## src/core/dac_drc_beep_pkg.sv

```systemverilog
package dac_drc_beep_pkg;

	// control register offsets
	localparam logic [7:0] ADDR_THRESHOLD_CTRL = 8'h44;
	localparam logic [7:0] ADDR_HOLD_CTRL      = 8'h45;
	localparam logic [7:0] ADDR_RATE_CTRL      = 8'h46;
	localparam logic [7:0] ADDR_TONE_CTRL      = 8'h47;
	localparam logic [7:0] ADDR_TONE_LEN_HI    = 8'h49;
	localparam logic [7:0] ADDR_TONE_LEN_MID   = 8'h4a;
	localparam logic [7:0] ADDR_TONE_LEN_LO    = 8'h4b;
	localparam logic [7:0] ADDR_TONE_SIN_HI    = 8'h4c;
	localparam logic [7:0] ADDR_TONE_SIN_LO    = 8'h4d;
	localparam logic [7:0] ADDR_TONE_COS_HI    = 8'h4e;
	localparam logic [7:0] ADDR_TONE_COS_LO    = 8'h4f;

	// reset values
	localparam logic [7:0] RST_THRESHOLD_CTRL = 8'h6f;
	localparam logic [7:0] RST_HOLD_CTRL      = 8'h38;
	localparam logic [7:0] RST_RATE_CTRL      = 8'h00;
	localparam logic [7:0] RST_TONE_CTRL      = 8'h00;
	localparam logic [7:0] RST_TONE_LEN_HI    = 8'h00;
	localparam logic [7:0] RST_TONE_LEN_MID   = 8'h00;
	localparam logic [7:0] RST_TONE_LEN_LO    = 8'hee;
	localparam logic [7:0] RST_TONE_SIN_HI    = 8'h10;
	localparam logic [7:0] RST_TONE_SIN_LO    = 8'hd8;
	localparam logic [7:0] RST_TONE_COS_HI    = 8'h7e;
	localparam logic [7:0] RST_TONE_COS_LO    = 8'he3;

	// field positions
	localparam int CMP_EN_BIT    = 6;
	localparam int THR_LSB       = 2;
	localparam int HYST_LSB      = 0;
	localparam int HOLD_LSB      = 3;
	localparam int ATTACK_LSB    = 4;
	localparam int DECAY_LSB     = 0;
	localparam int TONE_EN_BIT   = 7;
	localparam int TONE_VOL_LSB  = 0;
	localparam logic [7:0] HOLD_WRITE_MASK = 8'h78;

	localparam logic [4:0] TONE_VARIANT = 5'h19;

	// linear levels, full scale 16'h7fff
	localparam logic [15:0] THRESHOLD_LIN [8] = '{16'h5a9d, 16'h4027,
		16'h2d6b, 16'h2027, 16'h16c3, 16'h101d, 16'h0b68, 16'h0814};
	localparam logic [15:0] HYST_FACTOR [4] = '{16'h7fff, 16'h7215,
		16'h65ad, 16'h5a9e};
	localparam logic [15:0] DB_STEP_LIN [6] = '{16'h7fff, 16'h7215,
		16'h65ad, 16'h5a9e, 16'h50c3, 16'h47fb};
	localparam logic [7:0] DB_PER_SHIFT = 8'h06;

	// timing in word clocks, gain in dB with 24 fraction bits
	localparam logic [17:0] HOLD_BASE_WC = 18'h00020;
	localparam logic [17:0] HOLD_LONG_WC = 18'h08000;
	localparam logic [31:0] ATTACK_MAX_Q = 32'h0400_0000;
	localparam logic [31:0] DECAY_MAX_Q  = 32'h0004_0000;
	localparam logic [31:0] GR_LIMIT_Q   = 32'h3c00_0000;

	typedef struct packed {
		logic signed [15:0] data;
	} sample_t;

	typedef struct packed {
		logic       write;
		logic       read;
		logic [7:0] addr;
		logic [7:0] wdata;
	} reg_req_t;

	typedef enum logic [3:0] {
		CMP_IDLE   = 4'b0001,
		CMP_ATTACK = 4'b0010,
		CMP_HOLD   = 4'b0100,
		CMP_DECAY  = 4'b1000
	} cmp_state_t;

endpackage

```

## src/core/dac_dynamic_range_and_beep.sv

```systemverilog
// Overview of operation
// - compressor acts on samples only while enabled; enabled at reset
// - threshold code 0..7 gives -3 dB down to -24 dB; reset -12 dB
// - hysteresis code gives 0 to 3 dB; reset 3 dB
// - hold code 0 disables hold; codes 1..5 give 32 to 512 words
// - hold codes 14 and 15 give 4x and 5x 32768 word clocks
// - attack rate 4 dB per word at code 0, halving each step
// - decay rate 1.5625e-2 dB per word at code 0, halving each step
// - writing tone enable starts tone; clears itself after length; 0 stops
// - tone volume +2 dB at code 0, down 1 dB per step
// - tone only produced when processing variant 25 is selected
// - tone length is 24-bit sample count from three registers
// - tone frequency set by 16-bit sine and cosine coefficients
`timescale 1ns/1ps

module sample_fifo #(
	parameter int WIDTH = 16,
	parameter int DEPTH = 16
) (
	// clock and reset
	input  wire logic             clk,
	input  wire logic             resetn,
	input  wire logic             clkEn,
	// fill side
	input  wire logic             inValid,
	input  wire logic [WIDTH-1:0] inData,
	output      logic             inReady,
	// drain side
	output      logic             outValid,
	output      logic [WIDTH-1:0] outData,
	input  wire logic             outReady,
	// fill level
	output      logic [$clog2(DEPTH+1)-1:0] level
);
	localparam int AW = $clog2(DEPTH);

	logic [WIDTH-1:0] mem [DEPTH];
	logic [AW-1:0]    wrPtr_q;
	logic [AW-1:0]    rdPtr_q;
	logic [AW:0]      count_q;
	logic             outValid_q;
	logic [WIDTH-1:0] outData_q;
	logic             push;
	logic             pop;

	// output stage is a register so the drain side sees flop outputs
	assign inReady  = (count_q != DEPTH[AW:0]);
	assign push     = inValid && inReady;
	assign pop      = (count_q != '0) && (!outValid_q || outReady);
	assign outValid = outValid_q;
	assign outData  = outData_q;
	assign level    = count_q;

	always_ff @(posedge clk) begin
		if (clkEn && push) begin
			mem[wrPtr_q] <= inData;
		end
	end

	always_ff @(posedge clk or negedge resetn) begin
		if (!resetn) begin
			wrPtr_q <= '0;
			rdPtr_q <= '0;
			count_q <= '0;
		end else if (clkEn) begin
			if (push) begin
				wrPtr_q <= wrPtr_q + 1'b1;
			end
			if (pop) begin
				rdPtr_q <= rdPtr_q + 1'b1;
			end
			if (push && !pop) begin
				count_q <= count_q + 1'b1;
			end else if (pop && !push) begin
				count_q <= count_q - 1'b1;
			end
		end
	end

	always_ff @(posedge clk or negedge resetn) begin
		if (!resetn) begin
			outValid_q <= 1'b0;
			outData_q  <= '0;
		end else if (clkEn) begin
			if (pop) begin
				outValid_q <= 1'b1;
				outData_q  <= mem[rdPtr_q];
			end else if (outReady) begin
				outValid_q <= 1'b0;
			end
		end
	end

endmodule

module dac_dynamic_range_and_beep #(
	parameter int FIFO_DEPTH = 16
) (
	// clock and reset
	input  wire logic                       clk,
	input  wire logic                       resetn,
	input  wire logic                       clkEn,
	// register port from the control serial bus
	input  wire dac_drc_beep_pkg::reg_req_t regReq,
	output      logic [7:0]                 regRdata,
	// processing block selection
	input  wire logic [4:0]                 dacProcessingVariant,
	// samples from the data path
	input  wire logic                       sampleInValid,
	input  wire dac_drc_beep_pkg::sample_t  sampleIn,
	output      logic                       sampleInReady,
	// samples toward the converter
	output      logic                       sampleOutValid,
	output      dac_drc_beep_pkg::sample_t  sampleOut,
	input  wire logic                       sampleOutReady
);
	localparam int LW = $clog2(FIFO_DEPTH + 1);

	logic [7:0] thresholdCtrl_q;
	logic [7:0] holdCtrl_q;
	logic [7:0] rateCtrl_q;
	logic [7:0] toneCtrl_q;
	logic [7:0] toneLenHi_q;
	logic [7:0] toneLenMid_q;
	logic [7:0] toneLenLo_q;
	logic [7:0] toneSinHi_q;
	logic [7:0] toneSinLo_q;
	logic [7:0] toneCosHi_q;
	logic [7:0] toneCosLo_q;
	logic [7:0] regRdata_q;
	logic       toneEn_q;
	logic [23:0] toneLeft_q;
	logic signed [15:0] toneCur_q;
	logic signed [15:0] tonePrev_q;
	logic [31:0] gainRed_q;
	logic [17:0] holdCnt_q;
	dac_drc_beep_pkg::cmp_state_t cmpState_q;
	logic       stageValid_q;
	logic [15:0] stageData_q;
	logic       inReady_q;

	logic       wordClk;
	logic       regWr;
	logic       toneStart;
	logic       cmpEn;
	logic       fifoInReady;
	logic [LW-1:0] fifoLevel;
	logic [15:0] fifoOutData;
	logic [15:0] gainLin;
	logic [15:0] volLin;
	logic [15:0] thrLin;
	logic [15:0] lowLin;
	logic [31:0] lowProd;
	logic [16:0] magnitude;
	logic [17:0] holdLen;
	logic [31:0] attackStep;
	logic [31:0] decayStep;
	logic signed [32:0] gainedProd;
	logic signed [32:0] toneProd;
	logic signed [31:0] oscProd;
	logic signed [15:0] gained;
	logic signed [15:0] toneScaled;
	logic signed [16:0] mixSum;
	logic [15:0] mixed;
	logic        toneActive;

	// gain in whole dB to linear: 6 dB per shift plus a fraction step
	function automatic logic [15:0] dbToLin(input logic [7:0] db);
		logic [7:0] shiftAmt;
		logic [7:0] remDb;
		shiftAmt = db / dac_drc_beep_pkg::DB_PER_SHIFT;
		remDb    = db % dac_drc_beep_pkg::DB_PER_SHIFT;
		dbToLin  = dac_drc_beep_pkg::DB_STEP_LIN[remDb[2:0]] >> shiftAmt;
	endfunction

	// codes 6..13 continue the doubling, nothing else defines them
	function automatic logic [17:0] holdWords(input logic [3:0] code);
		case (code)
			4'h0: holdWords = '0;
			4'he: holdWords = dac_drc_beep_pkg::HOLD_LONG_WC << 2;
			4'hf: holdWords = (dac_drc_beep_pkg::HOLD_LONG_WC << 2)
				+ dac_drc_beep_pkg::HOLD_LONG_WC;
			default: holdWords = dac_drc_beep_pkg::HOLD_BASE_WC
				<< (code - 4'h1);
		endcase
	endfunction

	// one accepted sample is one word clock
	assign wordClk = clkEn && sampleInValid && inReady_q
		&& (!stageValid_q || fifoInReady);
	assign regWr     = clkEn && regReq.write;
	assign toneStart = regWr && (regReq.addr == dac_drc_beep_pkg::ADDR_TONE_CTRL)
		&& regReq.wdata[dac_drc_beep_pkg::TONE_EN_BIT];
	assign cmpEn = thresholdCtrl_q[dac_drc_beep_pkg::CMP_EN_BIT];

	assign thrLin = dac_drc_beep_pkg::THRESHOLD_LIN[
		thresholdCtrl_q[dac_drc_beep_pkg::THR_LSB +: 3]];
	assign lowProd = thrLin * dac_drc_beep_pkg::HYST_FACTOR[
		thresholdCtrl_q[dac_drc_beep_pkg::HYST_LSB +: 2]];
	assign lowLin  = lowProd[30:15];
	assign holdLen = holdWords(holdCtrl_q[dac_drc_beep_pkg::HOLD_LSB +: 4]);
	assign attackStep = dac_drc_beep_pkg::ATTACK_MAX_Q
		>> rateCtrl_q[dac_drc_beep_pkg::ATTACK_LSB +: 4];
	assign decayStep  = dac_drc_beep_pkg::DECAY_MAX_Q
		>> rateCtrl_q[dac_drc_beep_pkg::DECAY_LSB +: 4];

	// disabled compressor passes samples untouched
	assign gainLin = cmpEn ? dbToLin(gainRed_q[31:24])
		: 16'h7fff;
	assign gainedProd = $signed(sampleIn.data) * $signed({1'b0, gainLin});
	// unity skips the multiplier, whose 7fff scale would lose an lsb
	assign gained     = (gainLin == 16'h7fff) ? sampleIn.data
		: gainedProd[30:15];
	assign magnitude  = gained[15] ? 17'(-$signed({gained[15], gained}))
		: {1'b0, gained};

	// code 0 is +2 dB: the oscillator peak stands for that level
	assign volLin = dbToLin({2'b00,
		toneCtrl_q[dac_drc_beep_pkg::TONE_VOL_LSB +: 6]});
	assign toneProd   = $signed(toneCur_q) * $signed({1'b0, volLin});
	assign toneScaled = toneProd[30:15];
	assign toneActive = toneEn_q
		&& (dacProcessingVariant == dac_drc_beep_pkg::TONE_VARIANT);
	assign mixSum = toneActive ? 17'(gained + toneScaled)
		: {gained[15], gained};
	// saturate rather than wrap when tone rides on a loud sample
	assign mixed = (mixSum[16] != mixSum[15])
		? (mixSum[16] ? 16'h8000 : 16'h7fff) : mixSum[15:0];

	// second-order resonator: next = 2 cos * cur - prev
	assign oscProd = $signed({toneCosHi_q, toneCosLo_q}) * toneCur_q;

	always_ff @(posedge clk or negedge resetn) begin
		if (!resetn) begin
			thresholdCtrl_q <= dac_drc_beep_pkg::RST_THRESHOLD_CTRL;
			holdCtrl_q      <= dac_drc_beep_pkg::RST_HOLD_CTRL;
			rateCtrl_q      <= dac_drc_beep_pkg::RST_RATE_CTRL;
			toneLenHi_q     <= dac_drc_beep_pkg::RST_TONE_LEN_HI;
			toneLenMid_q    <= dac_drc_beep_pkg::RST_TONE_LEN_MID;
			toneLenLo_q     <= dac_drc_beep_pkg::RST_TONE_LEN_LO;
			toneSinHi_q     <= dac_drc_beep_pkg::RST_TONE_SIN_HI;
			toneSinLo_q     <= dac_drc_beep_pkg::RST_TONE_SIN_LO;
			toneCosHi_q     <= dac_drc_beep_pkg::RST_TONE_COS_HI;
			toneCosLo_q     <= dac_drc_beep_pkg::RST_TONE_COS_LO;
		end else if (regWr) begin
			// reserved bits are stored as written, except hold control, whose write mask clears them; host keeps them at reset
			case (regReq.addr)
				dac_drc_beep_pkg::ADDR_THRESHOLD_CTRL: begin
					thresholdCtrl_q <= regReq.wdata;
				end
				dac_drc_beep_pkg::ADDR_HOLD_CTRL: begin
					holdCtrl_q <= regReq.wdata
						& dac_drc_beep_pkg::HOLD_WRITE_MASK;
				end
				dac_drc_beep_pkg::ADDR_RATE_CTRL: rateCtrl_q <= regReq.wdata;
				dac_drc_beep_pkg::ADDR_TONE_LEN_HI: toneLenHi_q <= regReq.wdata;
				dac_drc_beep_pkg::ADDR_TONE_LEN_MID: begin
					toneLenMid_q <= regReq.wdata;
				end
				dac_drc_beep_pkg::ADDR_TONE_LEN_LO: toneLenLo_q <= regReq.wdata;
				dac_drc_beep_pkg::ADDR_TONE_SIN_HI: toneSinHi_q <= regReq.wdata;
				dac_drc_beep_pkg::ADDR_TONE_SIN_LO: toneSinLo_q <= regReq.wdata;
				dac_drc_beep_pkg::ADDR_TONE_COS_HI: toneCosHi_q <= regReq.wdata;
				dac_drc_beep_pkg::ADDR_TONE_COS_LO: toneCosLo_q <= regReq.wdata;
				default: begin
				end
			endcase
		end
	end

	// volume and reserved bits; enable lives in its own flop
	always_ff @(posedge clk or negedge resetn) begin
		if (!resetn) begin
			toneCtrl_q <= dac_drc_beep_pkg::RST_TONE_CTRL;
		end else if (regWr && regReq.addr == dac_drc_beep_pkg::ADDR_TONE_CTRL) begin
			toneCtrl_q <= regReq.wdata;
		end
	end

	// a start write in the same cycle as the self-clear wins
	always_ff @(posedge clk or negedge resetn) begin
		if (!resetn) begin
			toneEn_q   <= 1'b0;
			toneLeft_q <= '0;
			toneCur_q  <= '0;
			tonePrev_q <= '0;
		end else if (regWr && regReq.addr == dac_drc_beep_pkg::ADDR_TONE_CTRL) begin
			toneEn_q   <= toneStart;
			toneLeft_q <= {toneLenHi_q, toneLenMid_q, toneLenLo_q};
			toneCur_q  <= $signed({toneSinHi_q, toneSinLo_q});
			tonePrev_q <= '0;
		end else if (wordClk && toneEn_q) begin
			if (toneLeft_q <= 24'h000001) begin
				toneEn_q <= 1'b0;
			end
			toneLeft_q <= (toneLeft_q == '0) ? '0
				: toneLeft_q - 24'h000001;
			toneCur_q  <= 16'(oscProd[29:14] - tonePrev_q);
			tonePrev_q <= toneCur_q;
		end
	end

	always_ff @(posedge clk or negedge resetn) begin
		if (!resetn) begin
			cmpState_q <= dac_drc_beep_pkg::CMP_IDLE;
			gainRed_q  <= '0;
			holdCnt_q  <= '0;
		end else if (clkEn && !cmpEn) begin
			cmpState_q <= dac_drc_beep_pkg::CMP_IDLE;
			gainRed_q  <= '0;
			holdCnt_q  <= '0;
		end else if (wordClk) begin
			case (cmpState_q)
				dac_drc_beep_pkg::CMP_IDLE: begin
					if (magnitude > {1'b0, thrLin}) begin
						cmpState_q <= dac_drc_beep_pkg::CMP_ATTACK;
					end
				end
				dac_drc_beep_pkg::CMP_ATTACK: begin
					if (magnitude > {1'b0, thrLin}) begin
						gainRed_q <= (gainRed_q + attackStep
							> dac_drc_beep_pkg::GR_LIMIT_Q)
							? dac_drc_beep_pkg::GR_LIMIT_Q
							: gainRed_q + attackStep;
					end else begin
						cmpState_q <= dac_drc_beep_pkg::CMP_HOLD;
						holdCnt_q  <= holdLen;
					end
				end
				dac_drc_beep_pkg::CMP_HOLD: begin
					if (magnitude > {1'b0, thrLin}) begin
						cmpState_q <= dac_drc_beep_pkg::CMP_ATTACK;
					end else if (holdCnt_q != '0) begin
						holdCnt_q <= holdCnt_q - 18'h00001;
					end else if (magnitude < {1'b0, lowLin}) begin
						cmpState_q <= dac_drc_beep_pkg::CMP_DECAY;
					end
				end
				dac_drc_beep_pkg::CMP_DECAY: begin
					if (magnitude > {1'b0, thrLin}) begin
						cmpState_q <= dac_drc_beep_pkg::CMP_ATTACK;
					end else if (magnitude < {1'b0, lowLin}) begin
						if (gainRed_q <= decayStep) begin
							gainRed_q  <= '0;
							cmpState_q <= dac_drc_beep_pkg::CMP_IDLE;
						end else begin
							gainRed_q <= gainRed_q - decayStep;
						end
					end
				end
				default: cmpState_q <= dac_drc_beep_pkg::CMP_IDLE;
			endcase
		end
	end

	// one processed sample waits here for room in the buffer
	always_ff @(posedge clk or negedge resetn) begin
		if (!resetn) begin
			stageValid_q <= 1'b0;
			stageData_q  <= '0;
		end else if (clkEn) begin
			if (wordClk) begin
				stageValid_q <= 1'b1;
				stageData_q  <= mixed;
			end else if (fifoInReady) begin
				stageValid_q <= 1'b0;
			end
		end
	end

	// margin of two covers the staged sample and one already accepted
	always_ff @(posedge clk or negedge resetn) begin
		if (!resetn) begin
			inReady_q <= 1'b0;
		end else if (clkEn) begin
			inReady_q <= (fifoLevel < LW'(FIFO_DEPTH - 2));
		end
	end

	always_ff @(posedge clk or negedge resetn) begin
		if (!resetn) begin
			regRdata_q <= '0;
		end else if (clkEn && regReq.read) begin
			case (regReq.addr)
				dac_drc_beep_pkg::ADDR_THRESHOLD_CTRL: regRdata_q <= thresholdCtrl_q;
				dac_drc_beep_pkg::ADDR_HOLD_CTRL: regRdata_q <= holdCtrl_q;
				dac_drc_beep_pkg::ADDR_RATE_CTRL: regRdata_q <= rateCtrl_q;
				dac_drc_beep_pkg::ADDR_TONE_CTRL: begin
					regRdata_q <= {toneEn_q, toneCtrl_q[6:0]};
				end
				dac_drc_beep_pkg::ADDR_TONE_LEN_HI: regRdata_q <= toneLenHi_q;
				dac_drc_beep_pkg::ADDR_TONE_LEN_MID: regRdata_q <= toneLenMid_q;
				dac_drc_beep_pkg::ADDR_TONE_LEN_LO: regRdata_q <= toneLenLo_q;
				dac_drc_beep_pkg::ADDR_TONE_SIN_HI: regRdata_q <= toneSinHi_q;
				dac_drc_beep_pkg::ADDR_TONE_SIN_LO: regRdata_q <= toneSinLo_q;
				dac_drc_beep_pkg::ADDR_TONE_COS_HI: regRdata_q <= toneCosHi_q;
				dac_drc_beep_pkg::ADDR_TONE_COS_LO: regRdata_q <= toneCosLo_q;
				default: regRdata_q <= '0;
			endcase
		end
	end

	sample_fifo #(
		.WIDTH (16),
		.DEPTH (FIFO_DEPTH)
	) outFifo (
		.clk      (clk),
		.resetn   (resetn),
		.clkEn    (clkEn),
		.inValid  (stageValid_q),
		.inData   (stageData_q),
		.inReady  (fifoInReady),
		.outValid (sampleOutValid),
		.outData  (fifoOutData),
		.outReady (sampleOutReady),
		.level    (fifoLevel)
	);

	assign sampleOut.data = fifoOutData;
	assign sampleInReady  = inReady_q;
	assign regRdata       = regRdata_q;

endmodule

```

## config.mk

```make
export PLATFORM = sky130hd
export DESIGN_NAME = dac_dynamic_range_and_beep
export DESIGN_NICKNAME = d
export VERILOG_FILES = /design/src/core/dac_drc_beep_pkg.sv /design/src/core/dac_dynamic_range_and_beep.sv
export SDC_FILE = /design/constraint.sdc
export NUM_CORES = 2
export LEC_CHECK = 0
export BUFFER_PORTS_ARGS = -buffer_cell sky130_fd_sc_hd__buf_2
export CAP_MARGIN = 15
export CORE_MARGIN = 3
export CORE_UTILIZATION = 40
export CTS_CLUSTER_SIZE = 10
export DETAILED_ROUTE_END_ITERATION = 8
export REMOVE_ABC_BUFFERS = 1
export SYNTH_ARGS = -nofsm -noshare
export SYNTH_HDL_FRONTEND = slang
export SYNTH_HIERARCHICAL = 1
export SYNTH_SLANG_ARGS = --single-unit
```

## constraint.sdc

```tcl
create_clock -name clk -period 13.5 [get_ports clk]
set_input_delay 1.35 -clock clk [delete_from_list [all_inputs] [get_ports clk]]
set_output_delay 1.35 -clock clk [all_outputs]
set_load 0.1 [all_outputs]
```

After elaboration in Yosys (flattened, before gate mapping)
Memory sizes are Yosys's and may differ from the RTL's. A register that Yosys moved wholly into a read port is not among the register bits.
Index checks and enable logic that the tools add are counted.
{"block": "totals", "word_cells": 216, "ramBits": 256, "mem_count": 4, "regBits": 234, "mem_bits_ro": 384}
{"name": "outFifo.mem", "words": 16, "word_bits": 16, "rd": 1, "rd_ports_with_merged_regs": 1, "write_ports": 1, "line": "dac_dynamic_range_and_beep.sv:37", "rtl": "logic [WIDTH-1:0] mem [DEPTH];"}
{"name": "(no name shown)", "words": 8, "word_bits": 16, "rd": 1, "rd_ports_with_merged_regs": 0, "write_ports": 0, "line": "dac_dynamic_range_and_beep.sv:173", "rtl": "dbToLin = dac_drc_beep_pkg::DB_STEP_LIN[remDb[2:0]] >> shiftAmt;"}
{"name": "(no name shown)", "words": 8, "word_bits": 16, "rd": 1, "rd_ports_with_merged_regs": 0, "write_ports": 0, "line": "dac_dynamic_range_and_beep.sv:173"}
{"name": "(no name shown)", "words": 8, "word_bits": 16, "rd": 1, "rd_ports_with_merged_regs": 0, "write_ports": 0, "line": "dac_dynamic_range_and_beep.sv:196", "rtl": "assign thrLin = dac_drc_beep_pkg::THRESHOLD_LIN["}
{"block": "op_classes", "shifts": 5, "magnitude_cmp": 10, "n_eq_ne": 32, "n_mul": 4, "bitwise_logic": 4, "n_addsub": 12, "n_mux": 60, "reduce_logical": 55, "n_div": 4}
{"cell": "$mux W16", "n": 16}
{"cell": "$mux W32", "n": 7}
{"cell": "$mux W18", "n": 5}
{"cell": "$eq A8 B7 Y1 const B", "n": 11}
{"cell": "$pmux W8 S11", "n": 1}
{"cell": "$mux W24", "n": 3}
{"cell": "$pmux W32 S2", "n": 1}
{"cell": "$mul A16 B17 Y31", "n": 2}
{"cell": "$pmux W18 S3", "n": 1}
{"cell": "$mux W4", "n": 10}
{"cell": "$pmux W18 S2", "n": 1}
{"cell": "$mux W17", "n": 2}
{"cell": "$reduce_and A2 Y1", "n": 17}
{"cell": "$add A32 B32 Y32", "n": 1}
{"cell": "$bmux W16 S2", "n": 1}
{"cell": "$gt A32 B30 Y1 const B", "n": 1}
{"cell": "$le A32 B32 Y1", "n": 1}
{"cell": "$shr A16 B8 Y16", "n": 2}
{"cell": "$shr A19 B4 Y32 const A", "n": 1}
{"cell": "$shr A27 B4 Y32 const A", "n": 1}
{"cell": "$sub A32 B32 Y32", "n": 1}
{"cell": "$mul A16 B16 Y31", "n": 1}
{"cell": "$mul A16 B16 Y30", "n": 1}
{"cell": "$le A24 B1 Y1 const B", "n": 1}
{"cell": "other kinds (45)", "n": 97}

Logic depth before layout (Yosys ltp)
{"block": "depth", "word_depth": 18, "ltp_mapped": 69, "mapped_depth_nobuf": 63}

Modules after synthesis
Netlist, hierarchy kept.
{"module": "dac_dynamic_range_and_beep", "cells_each": 5714, "seq_area_each_um2": 5470.2, "area_each_um2": 49525.0, "instances": 1}
{"module": "sample_fifo", "cells_each": 521, "seq_area_each_um2": 8438.1, "area_each_um2": 11073.1, "instances": 1}

Worst setup path after synthesis
Ideal clock, no wire load.
{"block": "synth_path", "kind": "reg2reg", "startpoint": "register gainRed_q[29]", "endpoint": "register gainRed_q[25]", "path_buffers": 7, "setup_ns": 0.121, "arrival_ns": 12.579, "slack_ns": 0.800, "path_stages_with_launch": 66, "cell_sequence": "dfrtp_1 buf_2 and3b_1 or3_1 a32o_1 nor2_2 buf_2 nand3_1 nand2_1 ha_1 clkbuf_1 nor4_1 o211ai_1 o41a_1 o311ai_0 a221oi_1 a211oi_1 nor2_1 [30 not listed] o31a_1 xnor2_1 ha_1 a21o_1 a21o_1 a2111oi_0 o21ai_0 a21oi_1 nor2b_1 o32ai_1 nand2_1 nor3_1 o41a_1 a211o_1 buf_6 buf_6 o21ai_2 a22o_1"}
{"block": "synth_between", "elab_chain_cells": 14}
{"element": "start, declared", "line": "dac_dynamic_range_and_beep.sv:135", "rtl": "logic [31:0] gainRed_q;"}
{"element": "start signal, assigned", "line": "dac_dynamic_range_and_beep.sv:321", "rtl": "gainRed_q <= (gainRed_q + attackStep"}
{"element": "start signal, assigned", "line": "dac_dynamic_range_and_beep.sv:347", "rtl": "gainRed_q <= gainRed_q - decayStep;"}
{"element": "$mod A8 B3 Y8", "line": "dac_dynamic_range_and_beep.sv:172", "rtl": "remDb = db % dac_drc_beep_pkg::DB_PER_SHIFT;"}
{"element": "$not A3 Y4 (implied by the code)", "line": "dac_dynamic_range_and_beep.sv:173"}
{"element": "$mem_v2 Z8 W16"}
{"element": "$mux W16 (implied by the code) (2 in series)", "line": "dac_dynamic_range_and_beep.sv:173"}
{"element": "$shr A16 B8 Y16", "line": "dac_dynamic_range_and_beep.sv:173"}
{"element": "$mux W16", "line": "dac_dynamic_range_and_beep.sv:208", "rtl": "assign gainLin = cmpEn ? dbToLin(gainRed_q[31:24])"}
{"element": "$mul A16 B17 Y31 / $eq A16 B15 Y1 (equally long branches)", "line": "dac_dynamic_range_and_beep.sv:210, dac_dynamic_range_and_beep.sv:212"}
{"element": "$mux W16", "line": "dac_dynamic_range_and_beep.sv:212", "rtl": "assign gained = (gainLin == 16'h7fff) ? sampleIn.data"}
{"element": "$neg A16 Y17", "line": "dac_dynamic_range_and_beep.sv:214", "rtl": "assign magnitude = gained[15] ? 17'(-$signed({gained[15], gained}))"}
{"element": "$mux W17", "line": "dac_dynamic_range_and_beep.sv:214"}
{"element": "$lt A17 B16 Y1 / $gt A17 B16 Y1 (equally long branches)", "line": "dac_dynamic_range_and_beep.sv:342, dac_dynamic_range_and_beep.sv:320, dac_dynamic_range_and_beep.sv:340"}
{"element": "$ne A3 B3 Y1 (no source line)"}
{"element": "$reduce_and A5 Y1 (no source line)"}
Parallel ways exist; a longest one is shown, timed or not. The select of a mux whose other input is x is not followed.
A chain may end at the register's enable or synchronous reset.

Final worst setup path
{"block": "layout_path", "startpoint": "register gainRed_q[28]", "endpoint": "register gainRed_q[25]"}
Same word-level chain as after synthesis.

==> run summary <==
CTS tree = built
I/O pins = 70
Worst-Margin Slew = 1.50 ns
Worst-Skew Late Latency = 0.67 ns
flops & latches, synth = 503
Avg Cell Area, Syn = 9.72 um^2
Vias = 44,597
Max Cap Viol = 1
vias per inst = 5.37
critical path arrival = 13.28 ns
first-pass GRT wire length = 259,000 um
most numerous cell in the Yosys netlist = inv_1
Die W = 395 um
post-synth cell types = 111
layout cells sized above 1 = 10.4%
critical path launch point type = flip-flop
H-tree lvl count = 2
vias in the first global route = 45,975
Post-synth EDFFs = 256
min cycle time layout = 12.76 ns
max_slew headroom = -0.313%
Port-buffer cells = 69
initial antenna violation count = 5
Seq/Total Area, Yosys = 23.0%
largest net degree at the start of global routing = 91
RePlAce Congestion = 0.890
area share of the largest cell type after synthesis = 25.6%
DRT iter0 DRCs = 2,981
Power Dens Cells = 199 nW/um^2
First-pass DRT Iterations = 7
CP max stage cell = or4bb_1
RSZ-0062 raised after global routing = no
clock tree sinks = 503
critical path required time = 14.02 ns
clk slew on worst S/H paths = 0.06 ns
Mapped Area = 60,600 um^2
crit path kind = reg2reg
num rows = 142
CP max FO = 14
type of the worst min-delay path = reg2reg
total CTS buffers = 59
detailed placement HPWL = 121,000 um
Area Growth Syn to Fin = 8.23%
nets = 7,583
cell taking the most area after synthesis = fa_1
final hold vios = 0
Root Buffer = clkbuf_16
failing checks = max-capacitance violations, max-slew violations
gr ovfl total = 0
worst vdd ir = 0.000504 V
DR WL/cell = 19.4 um
period utilization = 94.5%
CTS max path bufs = 3
Initial Util = 40.4%
Die Height = 395 um
Post-synth top flop = edfxtp_1
Setup Viol. Count Final = 0
Syn Inst Count = 6,235
Synth top cells by count = inv_1, fa_1, nand2_1
yosys warns = 6
DRC = 0
CP Capture Type = flip-flop
outcome = finished, violations left
Final Util = 43.7%
GRT Overall Usage = 20.7%
post-route ant nets = 0
max-slew violation count = 13
asr flop ratio synth = 49.1%
die area = 156,000 um^2
Final Power = 13.1 mW
slowest stage delay, CP = 0.56 ns
largest cells by area after synthesis = fa_1, edfxtp_1, ha_1
final setup skew = 0.0390 ns
Fmax = 78.4 MHz
core region area = 150,000 um^2
P_leak = 30.9 nW
WL final = 161,000 um
flip-flops by register name, indices dropped and copies added (netlist names), 16 cells and up:
signal	count
gainRed_q	29
holdCnt_q	18
outFifo/mem	256
outFifo/outData	16
stageData_q	16
toneCur_q	16
toneLeft_q	24
tonePrev_q	16
cell usage in the layout (no fill, tap or decap), types with 172 or more instances in the layout:
cell type  netlist  final
ha_1           532    528
edfxtp_1       256    256
inv_1         1042   1042
nor2_1         304    302
buf_4            9    172
fa_1           775    775
nand2_1        622    621
dfrtp_1        215    208
and2_1         303    302
a21oi_1        249    246
o21ai_0        196    189
critical path, delay by kind of cell, from the launching register on:
kind                       cells  cell delay, ns
AOI/OAI and AO/OA             26            5.32
xor gates and xnor gates       2            0.38
DFF                            1            0.40
and+or+nand+nor               12            1.52
adders and majority gates      9            3.59
buffers and inverters         11            1.41
report_power, final:
part | switching (mW) | total, mW | internal (mW)
sequential | 0.251 | 2.11 | 1.86
combinational | 5.47 | 9.49 | 4.01
clock | 0.636 | 1.49 | 0.851
layer usage:
layer	track usage [%]	up-vias	wire, um
met4	4.66	2	3430
met5	0	-	13
met2	34.0	1265	75500
li1	-	20519	-
met1	29.5	22617	73100
met3	2.13	194	8750
logic make-up (layout without fill, tap and decap cells):
kind of cell               count (synthesis)  count (layout)  synth area share (%)
other                                      0               3                     0
AOI/OAI and AO/OA                        928             930                  10.2
DFF                                      503             503                  23.0
and+or+nand+nor                         1779            1779                  14.4
adders and majority gates               1310            1310                  36.6
buffers and inverters                   1356            1402                  8.59
xor gates and xnor gates                 165             165                  2.38
muxes                                    194             194                  4.82
repair_timing:
item / 4_1_cts / 5_1_grt
endpoints found under the hold margin: 0 / 0
setup buffers: 0 / 21
pin swaps: 0 / 10
hold buffers: 0 / 0
endpoints found under the setup margin: 40 / 67
gates cloned: 0 / 2
gates resized for setup: 4 / 51
through the flow:
step                      TNS [ns]  setup slack, ns  hold WS, ns  cells  instance area [um^2]
after global routing             0           0.0215        0.493   8299                 65600
after CTS                        0            0.124        0.479   8275                 65200
after global placement     -0.0791          -0.0496        0.458   8163                 63400
after detailed placement     -5.44           -0.371        0.467   8163                 63400
final                            0            0.740        0.483   8302                 65600
after floorplan                  0            0.139        0.440   5926                 59300
final timing paths:
path                                from             to  slack, ns  cells past startpoint
hold / removal             toneCtrl_q[6]  toneCtrl_q[6]       0.48                      2
min in group asynchronous         resetn  tonePrev_q[2]       0.63                      1
setup / recovery           gainRed_q[28]  gainRed_q[25]       0.74                     60
setup reg to reg           gainRed_q[28]  gainRed_q[25]       0.74                     60
max in group asynchronous         resetn  gainRed_q[31]      10.65                      3
hold reg to reg            toneCtrl_q[6]  toneCtrl_q[6]       0.48                      2
cell type report:
cell class,instances,area (um^2)
clock inverters,8,113
diodes,3,7.51
clock buffers,104,1700
flip-flops and latches,503,13900
well taps,2016,2520
fillers,14400,84500
multi-input cells,4378,41700
repair buffers,243,1670
inverters,1047,3930
Note: power is estimated with default switching activity, not from simulation.
